<file path="src/bic_params.svh">
/*
  Constants for the board-information command handler: parameter block
  and register offsets, field positions, reset values, snapshot layout.
  Assumes inclusion by bare name from the design files.
*/
`ifndef BIC_PARAMS_SVH
`define BIC_PARAMS_SVH

// Command codes
`define BIC_CMD_BOARD_INFO 8'h15
`define BIC_ADAPTER_CTRL_ID 8'hff

// Register byte offsets (12-bit decode)
`define BIC_OFF_PB_ID 12'h000
`define BIC_OFF_PB_AM 12'h004
`define BIC_OFF_PB_ADDR 12'h008
`define BIC_OFF_PB_RSV 12'h00c
`define BIC_OFF_PB_CMD 12'h010
`define BIC_OFF_CTRL 12'h014
`define BIC_OFF_STAT 12'h018
`define BIC_OFF_GENCFG 12'h01c
`define BIC_OFF_OPTCFG 12'h020
`define BIC_TGT_BASE_IDX 8'h04
`define BIC_TGT_LAST_IDX 8'h13
`define BIC_TGT_REG_WORDS 2'h3

// Field positions
`define BIC_FMT_BIT 1
`define BIC_START_BIT 0
`define BIC_BUSY_BIT 0
`define BIC_DONE_BIT 1
`define BIC_ERR_BIT 2
`define BIC_SEL_DIS 0
`define BIC_SEL_PAR 1
`define BIC_SEL_BMT 2
`define BIC_THROTTLE_MAX 4'hb

// Reset values
`define BIC_GENCFG_RST 32'h0000_0000
`define BIC_OPTCFG_RST 32'h0000_0000
`define BIC_WORD_ZERO 32'h0000_0000

// Snapshot layout in words
`define BIC_HDR_WORDS 8'h04
`define BIC_TGT_WORDS 8'h08
`define BIC_LAST_8 8'h43
`define BIC_LAST_16 8'h83
`define BIC_HW_REV 3'h0
`define BIC_HW_OPT 3'h1
`define BIC_HW_MODEL 3'h3
`define BIC_TW_SENSE 3'h1
`define BIC_TW_SYNC 3'h2
`define BIC_TW_WIDTH 3'h3

`endif

</file>
<file path="src/bic_pkg.sv">
/*
  Types for the board-information command handler.
  Assumes nothing of its surroundings.
*/
package bic_pkg;
  typedef enum logic [1:0] {ST_IDLE, ST_REQ, ST_REL} seq_state_t;
  typedef logic [31:0] word_t;
endpackage

</file>
<file path="src/bic_word_fmt.sv">
/*
  Snapshot word formatter: builds one big-endian word of the snapshot
  from its word index and the current board settings.
  Assumes the caller supplies the entry of the target the index selects.
*/
`timescale 1ns/1ps
`default_nettype none
`include "bic_params.svh"

module bic_word_fmt (
  // Word selection
  input wire logic [7:0] word_idx,
  // Board settings
  input wire logic [7:0] fw_rev,
  input wire logic [7:0] eng_rev,
  input wire logic [3:0] throttle,
  input wire logic [2:0] sel_flags,
  input wire logic [3:0] adapter_tid,
  input wire logic bus_reset_sel,
  input wire logic [7:0] day,
  input wire logic [7:0] month,
  input wire logic [7:0] year,
  input wire logic [15:0] base_model,
  // Selected target entry
  input wire logic [7:0] tgt_sense,
  input wire logic [31:0] tgt_sync,
  input wire logic [7:0] tgt_width,
  // Result
  output bic_pkg::word_t word
);
  logic [7:0] opt_flags;
  logic [7:0] tw;

  always_comb begin
    // Id bits 2..0 high, reset setting, id bit 3 low
    opt_flags = {adapter_tid[2:0], bus_reset_sel, 1'b0, 1'b0, 1'b0,
      adapter_tid[3]};
    tw = word_idx - `BIC_HDR_WORDS;
    word = `BIC_WORD_ZERO;
    if (word_idx < `BIC_HDR_WORDS) begin
      unique case (word_idx[2:0])
        `BIC_HW_REV: word = {fw_rev, eng_rev, 4'h0, throttle, 5'h00,
          sel_flags};
        `BIC_HW_OPT: word = {opt_flags, day, month, year};
        `BIC_HW_MODEL: word = {base_model, 16'h0000};
        default: word = `BIC_WORD_ZERO;
      endcase
    end else begin
      // Sense byte returns in the top byte; target words 0 and 4 to 7 return as zero
      unique case (tw[2:0])
        `BIC_TW_SENSE: word = {tgt_sense, 24'h000000};
        `BIC_TW_SYNC: word = tgt_sync;
        `BIC_TW_WIDTH: word = {tgt_width, 24'h000000};
        default: word = `BIC_WORD_ZERO;
      endcase
    end
  end
endmodule
`default_nettype wire

</file>
<file path="src/board_info_cmd.sv">
/*
  Board-information command handler: AHB-Lite register slave holding the
  parameter block and board settings, and a bus master that writes the
  configuration snapshot into host memory, one word per handshake.
  Assumes vme_ack is a four-phase acknowledge from another clock domain.
*/
// Contract
// - Command code 15H requests snapshot
// - Drive modifier byte from 04H
// - Snapshot starts at address from 08H
// - Format bit picks 8 or 16 targets
// - Target blocks ascending from target 0
// - Header fields at 00H, 04H, 0CH
// - Target fields at 14H, 18H, 1CH, 20H; the code fills 14H, 18H, 1CH and writes 20H as zero
// - Select bit 0 reports disconnect allowed
// - Select bit 1 reports parity checking
// - Select bit 2 reports block-transfer policy
// - Throttle exponent 00H to 0BH
// - Day, month, year give build date
// - Option flags carry id and reset
// - Reset bit shows bus reset setting
`timescale 1ns/1ps
`default_nettype none
`include "bic_params.svh"

module board_info_cmd #(
  parameter logic [15:0] BASE_MODEL = 16'h0001 // Arbitrary value
) (
  // Clock and reset
  input wire logic clk_sys,
  input wire logic rst_n,
  // AHB-Lite slave
  input wire logic hsel,
  input wire logic [31:0] haddr,
  input wire logic [1:0] htrans,
  input wire logic hwrite,
  input wire logic [2:0] hsize,
  input wire logic [31:0] hwdata,
  input wire logic hready,
  output logic [31:0] hrdata,
  output logic hreadyout,
  output logic hresp,
  // Host memory write master
  output logic [31:0] vme_addr,
  output logic [5:0] vme_am,
  output logic [31:0] vme_data,
  output logic vme_wr_req,
  input wire logic vme_ack
);
  bic_pkg::seq_state_t state_ff, nxt_state;
  logic wr_en_ff, nxt_wr_en;
  logic [11:0] wr_addr_ff, nxt_wr_addr;
  logic [31:0] rdata_ff, nxt_rdata;
  logic [31:0] pb_id_ff, nxt_pb_id;
  logic [7:0] pb_am_ff, nxt_pb_am;
  logic [7:0] pb_aid_ff, nxt_pb_aid;
  logic [31:0] pb_addr_ff, nxt_pb_addr;
  logic [7:0] pb_cmd_ff, nxt_pb_cmd;
  logic [7:0] pb_opt_ff, nxt_pb_opt;
  logic [31:0] gen_ff, nxt_gen;
  logic [31:0] opt_ff, nxt_opt;
  logic [31:0] tbl_ff [16][3];
  logic [31:0] nxt_tbl [16][3];
  logic done_ff, nxt_done;
  logic err_ff, nxt_err;
  logic [7:0] idx_ff, nxt_idx;
  logic [31:0] vaddr_ff, nxt_vaddr;
  logic [5:0] vam_ff, nxt_vam;
  logic [31:0] vdata_ff, nxt_vdata;
  logic vreq_ff, nxt_vreq;
  logic ack_m_ff, ack_s_ff;
  logic rd_take, start, cmd_ok, last;
  logic [7:0] fmt_idx, rel_idx, tgt_sel, wr_tidx;
  logic [1:0] wr_word;
  logic wr_tgt;
  logic [31:0] fmt_word, gen_w;
  logic [3:0] thr_w;

  // Only the second stage is read anywhere
  always_ff @(posedge clk_sys or negedge rst_n) begin
    if (!rst_n) begin
      ack_m_ff <= 1'b0;
      ack_s_ff <= 1'b0;
    end else begin
      ack_m_ff <= vme_ack;
      ack_s_ff <= ack_m_ff;
    end
  end

  // Bus decode
  always_comb begin
    rd_take = hsel & hready & htrans[1] & ~hwrite;
    nxt_wr_en = hsel & hready & htrans[1] & hwrite;
    nxt_wr_addr = haddr[11:0];
    rel_idx = haddr[11:4] - `BIC_TGT_BASE_IDX;
    nxt_rdata = `BIC_WORD_ZERO;
    if (rd_take) begin
      unique case (haddr[11:0])
        `BIC_OFF_PB_ID: nxt_rdata = pb_id_ff;
        `BIC_OFF_PB_AM: nxt_rdata = {16'h0000, pb_am_ff, pb_aid_ff};
        `BIC_OFF_PB_ADDR: nxt_rdata = pb_addr_ff;
        `BIC_OFF_PB_CMD: nxt_rdata = {pb_cmd_ff, pb_opt_ff, 16'h0000};
        `BIC_OFF_STAT: nxt_rdata = {29'h0, err_ff, done_ff,
          state_ff != bic_pkg::ST_IDLE};
        `BIC_OFF_GENCFG: nxt_rdata = gen_ff;
        `BIC_OFF_OPTCFG: nxt_rdata = opt_ff;
        default: begin
          if (haddr[11:4] >= `BIC_TGT_BASE_IDX &&
              haddr[11:4] <= `BIC_TGT_LAST_IDX &&
              haddr[3:2] != `BIC_TGT_REG_WORDS) begin
            nxt_rdata = tbl_ff[rel_idx[3:0]][haddr[3:2]];
          end
        end
      endcase
    end
  end

  // Register writes in the data phase
  always_comb begin
    nxt_pb_id = pb_id_ff;
    nxt_pb_am = pb_am_ff;
    nxt_pb_aid = pb_aid_ff;
    nxt_pb_addr = pb_addr_ff;
    nxt_pb_cmd = pb_cmd_ff;
    nxt_pb_opt = pb_opt_ff;
    nxt_gen = gen_ff;
    nxt_opt = opt_ff;
    nxt_tbl = tbl_ff;
    start = 1'b0;
    wr_tidx = wr_addr_ff[11:4] - `BIC_TGT_BASE_IDX;
    wr_word = wr_addr_ff[3:2];
    wr_tgt = wr_addr_ff[11:4] >= `BIC_TGT_BASE_IDX &&
      wr_addr_ff[11:4] <= `BIC_TGT_LAST_IDX &&
      wr_word != `BIC_TGT_REG_WORDS;
    // Oversized exponents are held at the largest burst
    thr_w = (hwdata[19:16] > `BIC_THROTTLE_MAX) ? `BIC_THROTTLE_MAX :
      hwdata[19:16];
    gen_w = {hwdata[31:16] & 16'hffff, 4'h0, thr_w, 5'h00, hwdata[2:0]};
    if (wr_en_ff) begin
      unique case (wr_addr_ff)
        `BIC_OFF_PB_ID: nxt_pb_id = hwdata;
        `BIC_OFF_PB_AM: begin
          nxt_pb_am = hwdata[15:8];
          nxt_pb_aid = hwdata[7:0];
        end
        `BIC_OFF_PB_ADDR: nxt_pb_addr = hwdata;
        `BIC_OFF_PB_CMD: begin
          nxt_pb_cmd = hwdata[31:24];
          nxt_pb_opt = hwdata[23:16];
        end
        `BIC_OFF_CTRL: start = hwdata[`BIC_START_BIT];
        `BIC_OFF_GENCFG: nxt_gen = {gen_w[31:24], gen_w[23:16],
          gen_w[15:0]};
        `BIC_OFF_OPTCFG: nxt_opt = {hwdata[31:8], 3'h0, hwdata[4:0]};
        default: begin
          if (wr_tgt) begin
            nxt_tbl[wr_tidx[3:0]][wr_word] = hwdata;
          end
        end
      endcase
    end
  end

  // Snapshot sequencer
  always_comb begin
    cmd_ok = pb_cmd_ff == `BIC_CMD_BOARD_INFO &&
      pb_aid_ff == `BIC_ADAPTER_CTRL_ID;
    last = pb_opt_ff[`BIC_FMT_BIT] ? (idx_ff == `BIC_LAST_16) :
      (idx_ff == `BIC_LAST_8);
    fmt_idx = (state_ff == bic_pkg::ST_IDLE) ? 8'h00 : idx_ff + 8'h01;
    tgt_sel = (fmt_idx - `BIC_HDR_WORDS) >> 3;
    nxt_state = state_ff;
    nxt_idx = idx_ff;
    nxt_vaddr = vaddr_ff;
    nxt_vam = vam_ff;
    nxt_vdata = vdata_ff;
    nxt_vreq = vreq_ff;
    // A new completion wins over a clearing write
    nxt_done = done_ff & ~(wr_en_ff && wr_addr_ff == `BIC_OFF_STAT &&
      hwdata[`BIC_DONE_BIT]);
    nxt_err = err_ff & ~(wr_en_ff && wr_addr_ff == `BIC_OFF_STAT &&
      hwdata[`BIC_ERR_BIT]);
    unique case (state_ff)
      bic_pkg::ST_IDLE: begin
        if (start && cmd_ok) begin
          nxt_state = bic_pkg::ST_REQ;
          nxt_idx = 8'h00;
          nxt_vaddr = pb_addr_ff;
          nxt_vam = pb_am_ff[5:0];
          nxt_vdata = fmt_word;
          nxt_vreq = 1'b1;
        end else if (start) begin
          nxt_err = 1'b1;
        end
      end
      bic_pkg::ST_REQ: begin
        if (ack_s_ff) begin
          nxt_state = bic_pkg::ST_REL;
          nxt_vreq = 1'b0;
        end
      end
      bic_pkg::ST_REL: begin
        if (!ack_s_ff) begin
          if (last) begin
            nxt_state = bic_pkg::ST_IDLE;
            nxt_done = 1'b1;
          end else begin
            nxt_state = bic_pkg::ST_REQ;
            nxt_idx = fmt_idx;
            nxt_vaddr = vaddr_ff + 32'h0000_0004;
            nxt_vdata = fmt_word;
            nxt_vreq = 1'b1;
          end
        end
      end
    endcase
  end

  bic_word_fmt u_fmt (
    .word_idx(fmt_idx),
    .fw_rev(gen_ff[31:24]),
    .eng_rev(gen_ff[23:16]),
    .throttle(gen_ff[11:8]),
    .sel_flags(gen_ff[2:0]),
    .adapter_tid(opt_ff[3:0]),
    .bus_reset_sel(opt_ff[4]),
    .day(opt_ff[15:8]),
    .month(opt_ff[23:16]),
    .year(opt_ff[31:24]),
    .base_model(BASE_MODEL),
    .tgt_sense(tbl_ff[tgt_sel[3:0]][0][7:0]),
    .tgt_sync(tbl_ff[tgt_sel[3:0]][1]),
    .tgt_width(tbl_ff[tgt_sel[3:0]][2][7:0]),
    .word(fmt_word)
  );

  always_ff @(posedge clk_sys or negedge rst_n) begin
    if (!rst_n) begin
      state_ff <= bic_pkg::ST_IDLE;
      wr_en_ff <= 1'b0;
      wr_addr_ff <= 12'h000;
      rdata_ff <= `BIC_WORD_ZERO;
      pb_id_ff <= `BIC_WORD_ZERO;
      pb_am_ff <= 8'h00;
      pb_aid_ff <= 8'h00;
      pb_addr_ff <= `BIC_WORD_ZERO;
      pb_cmd_ff <= 8'h00;
      pb_opt_ff <= 8'h00;
      gen_ff <= `BIC_GENCFG_RST;
      opt_ff <= `BIC_OPTCFG_RST;
      for (int t = 0; t < 16; t++) begin
        for (int w = 0; w < 3; w++) begin
          tbl_ff[t][w] <= `BIC_WORD_ZERO;
        end
      end
      done_ff <= 1'b0;
      err_ff <= 1'b0;
      idx_ff <= 8'h00;
      vaddr_ff <= `BIC_WORD_ZERO;
      vam_ff <= 6'h00;
      vdata_ff <= `BIC_WORD_ZERO;
      vreq_ff <= 1'b0;
    end else begin
      state_ff <= nxt_state;
      wr_en_ff <= nxt_wr_en;
      wr_addr_ff <= nxt_wr_addr;
      rdata_ff <= nxt_rdata;
      pb_id_ff <= nxt_pb_id;
      pb_am_ff <= nxt_pb_am;
      pb_aid_ff <= nxt_pb_aid;
      pb_addr_ff <= nxt_pb_addr;
      pb_cmd_ff <= nxt_pb_cmd;
      pb_opt_ff <= nxt_pb_opt;
      gen_ff <= nxt_gen;
      opt_ff <= nxt_opt;
      tbl_ff <= nxt_tbl;
      done_ff <= nxt_done;
      err_ff <= nxt_err;
      idx_ff <= nxt_idx;
      vaddr_ff <= nxt_vaddr;
      vam_ff <= nxt_vam;
      vdata_ff <= nxt_vdata;
      vreq_ff <= nxt_vreq;
    end
  end

  // Zero wait states, always OKAY
  assign hrdata = rdata_ff;
  assign hreadyout = 1'b1;
  assign hresp = 1'b0;
  assign vme_addr = vaddr_ff;
  assign vme_am = vam_ff;
  assign vme_data = vdata_ff;
  assign vme_wr_req = vreq_ff;
endmodule
`default_nettype wire

</file>
<file path="config.mk">
export PLATFORM = sky130hd
export DESIGN_NAME = board_info_cmd
export DESIGN_NICKNAME = d
export VERILOG_FILES = /design/src/bic_pkg.sv /design/src/bic_word_fmt.sv /design/src/board_info_cmd.sv
export VERILOG_INCLUDE_DIRS = /design/src
export SDC_FILE = /design/constraint.sdc
export NUM_CORES = 2
export LEC_CHECK = 0
export BUFFER_PORTS_ARGS = -buffer_cell sky130_fd_sc_hd__clkbuf_2
export CORE_ASPECT_RATIO = 0.8
export CORE_MARGIN = 3
export CORE_UTILIZATION = 50
export DETAILED_ROUTE_END_ITERATION = 6
export PLACE_DENSITY_LB_ADDON = 0.3
export RECOVER_POWER = 25
export SKIP_CTS_REPAIR_TIMING = 1
export SYNTH_ARGS = -nofsm -noshare
export SYNTH_HDL_FRONTEND = slang
export SYNTH_SLANG_ARGS = --single-unit
</file>
<file path="constraint.sdc">
create_clock -name clk_sys -period 5.8 [get_ports clk_sys]
set_input_delay 1.16 -clock clk_sys [delete_from_list [all_inputs] [get_ports clk_sys]]
set_output_delay 1.16 -clock clk_sys [all_outputs]
set_load 0.02 [all_outputs]
</file>
After elaboration in Yosys (flattened, before gate mapping):

Index checks and enable logic that the tools add are counted.

* register bits after elaboration: 1814
* bits of input ports: 75
* output and inout bits: 105
* logic and storage cells: 214

* add/sub/neg operators: 5
* magnitude comparators: 13
* equal/unequal tests: 30
* multiplexer cells: 53
* bitwise operators: 15
* reductions and logical operators: 29

Operators with widths (count)
* bitwise mux 1536 bit: 1
* binary-select mux 96 bit (select 4 bit): 2
* demux 96 bit (select 4 bit): 1
* two-way mux 32 bit: 12
* two-way mux 96 bit: 3
* case mux 32 bit (7 select lines): 1
* case mux 32 bit (3 select lines): 2
* two-way mux 72 bit: 2
* case mux 32 bit (2 select lines): 2
* == test 12 x 5 -> 1 bit (second input constant): 7
* binary-select mux 32 bit (select 2 bit): 1
* demux 32 bit (select 2 bit): 1
* adder 32 x 3 -> 32 bit (second input constant): 1
* two-way mux 8 bit: 4
* == test 12 x 3 -> 1 bit (second input constant): 2
* == test 12 x 4 -> 1 bit (second input constant): 2
* == test 12 x 6 -> 1 bit (second input constant): 2
* logical NOT 12 bit: 2
* == test 8 bit (second input constant): 2
* >= comparator 8 x 3 -> 1 bit (second input constant): 2
* <= comparator 8 x 5 -> 1 bit (second input constant): 2
* case mux 8 bit (2 select lines): 1
* >= comparator 5 bit (second input constant): 3
* NOT 4 -> 5 bit: 3
* other kinds (32): 84

Depth between registers and ports, before layout:

* word-level depth: 12
* gate-level depth with buffers: 17
* gate-level depth less buffers: 13

By module:

Synthesis repeated with hierarchy kept, for this count alone.

* cells, all modules: 6509
* area total of the unflattened synthesis: 90908.4 sq um

Modules (own cells, without submodules)
* board_info_cmd: times used 1, cells an instance 6390, area each 89915.0 sq um, seq. area each 45393.5 sq um
* bic_word_fmt: times used 1, cells an instance 119, area each 993.5 sq um, seq. area each 0.0 sq um

Worst setup path before layout:

No wires, ideal clock.

* kind: input-to-reg
* from: input haddr[6]
* to: register rdata_ff[27], in the netlist hrdata[27]
* library setup time: 0.140 ns
* arrival time: 4.330 ns
* required time: 5.660 ns
* path slack: 1.330 ns
* cell stages on the path: 11
* buffers on the path: 6
* cells stage by stage: clkbuf_1 > buf_1 > buf_1 > inv_1 > ha_1 > clkbuf_1 > clkbuf_1 > clkbuf_1 > mux4_2 > o311ai_0 > a31oi_1

* word-level cells in the longest chain between the ends: 11
* elaborated cells between the ends (all ways): 22
* classes of those cells: add/sub: 1; order compare: 2; eq/ne: 6; mux: 9; bitwise: 1; reduce/logical: 3

Ends and longest elaborated chain
* from (decl): line board_info_cmd.sv:34 `input wire logic [31:0] haddr,`
* subtractor 4 x 3 -> 4 bit (no source line)
* NOT 4 -> 5 bit (implied by the code): line board_info_cmd.sv:111 `nxt_rdata = tbl_ff[rel_idx[3:0]][haddr[3:2]];`
* binary-select mux 96 bit (select 4 bit): line board_info_cmd.sv:111
* two-way mux 96 bit (implied by the code) (2 in series): line board_info_cmd.sv:111
* binary-select mux 32 bit (select 2 bit): line board_info_cmd.sv:111
* two-way mux 32 bit (implied by the code) (2 in series): line board_info_cmd.sv:111
* two-way mux 32 bit: line board_info_cmd.sv:108 `` if (haddr[11:4] >= `BIC_TGT_BASE_IDX && ``
* case mux 32 bit (7 select lines) (*): line board_info_cmd.sv:98 `unique case (haddr[11:0])`
* two-way mux 32 bit (*): line board_info_cmd.sv:97 `if (rd_take) begin`
* via nxt_rdata[27]: line board_info_cmd.sv:53 `logic [31:0] rdata_ff, nxt_rdata;`
* to (signal assigned): line board_info_cmd.sv:242 `` rdata_ff <= `BIC_WORD_ZERO; ``
* to (signal assigned): line board_info_cmd.sv:267 `rdata_ff <= nxt_rdata;`
* to (decl): line board_info_cmd.sv:53

The timed path passes the listed nets; every way through them passes the cells marked *. The select of a mux whose other input is x is not followed.
A chain may end at the register's enable or synchronous reset.

Worst setup path in the final report:

* from: register idx_ff[0]
* to: register vdata_ff[9], in the netlist vme_data[9]

* word-level cells in the longest chain between the ends: 12
* elaborated cells between the ends (all ways): 26
* classes of those cells: add/sub: 2; order compare: 1; eq/ne: 8; mux: 12; bitwise: 1; reduce/logical: 2

Ends and longest elaborated chain
* from (decl): line board_info_cmd.sv:66 `logic [7:0] idx_ff, nxt_idx;`
* from (signal assigned): line board_info_cmd.sv:279 `idx_ff <= nxt_idx;`
* adder 8 x 1 -> 8 bit: line board_info_cmd.sv:170 `fmt_idx = (state_ff == bic_pkg::ST_IDLE) ? 8'h00 : idx_ff + 8'h01;`
* two-way mux 8 bit: line board_info_cmd.sv:170
* subtractor 7 x 3 -> 7 bit (no source line)
* NOT 4 -> 5 bit (implied by the code): line board_info_cmd.sv:232 `.tgt_sync(tbl_ff[tgt_sel[3:0]][1]),`
* binary-select mux 96 bit (select 4 bit): line board_info_cmd.sv:232
* two-way mux 72 bit (2 in series)
* case mux 32 bit (3 select lines): line bic_word_fmt.sv:50 `unique case (tw[2:0])`
* two-way mux 32 bit: line bic_word_fmt.sv:40 `` if (word_idx < `BIC_HDR_WORDS) begin ``
* two-way mux 32 bit: line board_info_cmd.sv:204 `if (last) begin`
* two-way mux 32 bit: line board_info_cmd.sv:203 `if (!ack_s_ff) begin`
* case mux 32 bit (2 select lines): line board_info_cmd.sv:183 `unique case (state_ff)`
* to (signal assigned): line board_info_cmd.sv:261 `` vdata_ff <= `BIC_WORD_ZERO; ``
* to (signal assigned): line board_info_cmd.sv:282 `vdata_ff <= nxt_vdata;`
* to (decl): line board_info_cmd.sv:69 `logic [31:0] vdata_ff, nxt_vdata;`

Parallel ways exist; a longest one is shown, timed or not. The select of a mux whose other input is x is not followed.

==> results.ini <==
[min_path]
worstHoldPathType=flop to flop
worstHoldStart=ack_m_ff
min_to=ack_s_ff
hold-path-cell-count=0

[logic_synthesis]
synthCells=6301
synth_area_per_cell_um2=14.2
yosysSeqAreaShare=0.506
ys_ff_latch=1814
synth_area_leaders=dfrtp_1 51%, mux2_2 22%, mux4_2 14%
synth_common_cells=1814 x dfrtp_1, 1716 x mux2_2, 542 x mux4_2
synth_top_area_cell=dfrtp_1
yosysMostFrequentCell=dfrtp_1
synth_top_cell_area_share=0.506
synth_edf_count=0
synth.distinct_cells=86
ys.flop_type=dfrtp_1
yosysWarningCount=0
syn_area_um2=89600
synth.net_count=6382
synthArstFlopShare=1.00

[clock_tree]
root_buffer=clkbuf_16
cts-htree-levels=4
clock_path_buffers=3
path_clk_slew_ns=0.06
worstSkewPairLatency_ns=0.84
clock-sinks=1814
cts_tree=yes
numCtsBuffers=173

[flow_run]
drv_cap=2

[worst_setup_path]
end_kind=flop
r2r_setup_slack_ns=0.62
arrival_ns=5.83
worstPathMaxFanout=31
crit_required_ns=6.45
rr_startpoint=idx_ff[0]
critPathLaunchType=flop
r2r-end=vme_data[9]
criticalPathCategory=flop to flop
r2r_cells=12

[detailed_routing]
dr.pass1.iters=7
detail-route-antenna-nets=0
routed_wl_um=279000
vias=58700
drt-wirelength-per-cell_um=31.9
viasPerCell=6.73
dr.first_iter.drc_count=7058
drc=2

[final_layout]
layout-drive-gt1-share=0.469
nets=6284
design_area_um2=99400
final_util=0.560
instances_no_fill=8728
syn2layout_area_growth_pct=10.9
fillers=14100

[die]
die_w_um=479
die_area_um2=184000
initial_core_util=0.505
die_h_um=385
io_pins=180
coreArea_um2=178000
std_cell_rows=138

[global_routing]
grt_pass1_wl_um=411000
antenna_found_initial=18
gr-total-overflow=0
grt_max_degree=143
grt_pass1_vias=58800
grtUsageTotal=0.302

[timing]
clock.fmax_mhz=193
relSlewSlack=-1.93
fin_crit_sh=0.894
report.final.slew_viol_count=173
finalSetupViolations=0
fin_setup_tns_ns=0
worstMarginPinSlew_ns=4.39
rsz0062_at_grt=no
clock_skew_ns=0.0312
min_period_ns=5.18
finalHoldViolCount=0

[placed_design]
io_buffers=153
dp_hpwl_um=167000
dp.cells=8408
gp_congestion=0.927
dpl_cell_area_um2=93300

[pwr]
power.density_nw_per_um2=272
peakVddDrop_uv=275
p_leak_nw=44.7

[status]
status=finished, violations left
violations=design-rule violations, max-capacitance violations, max-slew violations

==> registers in the layout (all words and copies together) (netlist names) <==
| signal | cells |
|---|---|
| vme_wr_req | 1 |
| err_ff | 1 |
| hrdata | 32 |
| wr_addr_ff | 12 |
| ack_s_ff | 1 |
| pb_id_ff | 32 |
| pb_cmd_ff | 8 |
| vme_data | 32 |
| ack_m_ff | 1 |
| idx_ff | 8 |
| done_ff | 1 |
| tbl_ff | 1536 |
| wr_en_ff | 1 |
| pb_am_ff | 8 |
| pb_opt_ff | 8 |
| state_ff | 2 |
| opt_ff | 29 |
| vme_addr | 32 |
| vme_am | 6 |
| gen_ff | 23 |
| pb_aid_ff | 8 |
| pb_addr_ff | 32 |
==> layout make-up <==
class / instances / area [um2] / area share
antenna: 7 / 17.5 / 0.000176
clock buffer: 246 / 5100 / 0.0513
clock inverter: 67 / 1120 / 0.0113
inverter: 15 / 56.3 / 0.000567
multi-input combinational: 3841 / 42000 / 0.422
sequential: 1814 / 45400 / 0.457
tap: 2380 / 2980 / 0.0300
timing repair buffer: 358 / 2740 / 0.0275
==> worst max-delay path, stage by stage, from the launching register on <==
cell      delay [ns]
dfrtp_1         0.54
ha_1            0.39
xor2_1          0.34
nand2_1         0.28
ha_4            0.30
inv_1           0.14
buf_4           0.40
nor2_1          0.17
a211o_4         0.52
nand2_1         0.81
a21oi_1         0.08
a211oi_1        0.79
o221ai_1        0.21
==> routing by layer <==
layer / up-vias / global-route usage / wire length [um]
li1: 23600 / - / -
met1: 31500 / 0.422 / 113000
met2: 3038 / 0.454 / 126000
met3: 634 / 0.0713 / 27500
met4: 6 / 0.131 / 12700
met5: - / 0 / 34
==> power breakdown <==
part	switching (mW)	total, mW	internal, mW	leakage [nW]
logic	0.973	1.51	0.538	17.5
clock network	5.19	12.5	7.30	3.06
registers	0.145	13.0	12.8	24.2
==> cell families after synthesis <==
| family | synth area share |
|---|---|
| XOR/XNOR | 0.00148 |
| multiplexers | 0.376 |
| AO/OA/AOI/OAI | 0.0431 |
| AND/OR/NAND/NOR | 0.0419 |
| other | 0.0000838 |
| adder cells (fa/ha/maj) | 0.000838 |
| flip-flops | 0.506 |
| buffers and inverters | 0.0302 |
==> metrics by stage <==
| step | power [mW] | hold WS, ns | setup WS [ns] |
|---|---|---|---|
| after global routing | 27.8 | 0.370 | 0.292 |
| final | 27.0 | 0.362 | 0.616 |
| after CTS | 27.1 | 0.355 | 0.780 |
| after detailed placement | 14.7 | 0.349 | 0.788 |
| after floorplan | 14.0 | 0.331 | 1.33 |
| after global placement | 14.7 | 0.362 | 0.935 |
==> worst max path at each step <==
| stage | startpoint | endpoint | cells after the start |
|---|---|---|---|
| 6_report | idx_ff[0] | vme_data[9] | 12 |
| 5_1_grt | rst_n | tbl_ff[945] | 3 |
| 4_1_cts | idx_ff[0] | vme_data[9] | 12 |
| 3_5_place_dp | idx_ff[0] | vme_data[9] | 12 |
| 3_3_place_gp | idx_ff[0] | vme_data[9] | 12 |
| 2_1_floorplan | haddr[6] | hrdata[27] | 11 |
==> cell usage in the layout (no fill, tap or decap), types with 38 or more instances in the layout <==
cell / instances
clkbuf_16: 176
nand2_1: 378
a21oi_1: 82
mux2i_1: 203
nor2_1: 104
o21ai_0: 72
mux2_2: 1716
clkbuf_2: 144
dfrtp_1: 1814
a22oi_1: 54
clkbuf_8: 43
buf_12: 38
buf_4: 147
mux4_2: 542
clkbuf_1: 51
nand3_1: 147
Note: power is estimated with default switching activity, not from simulation.
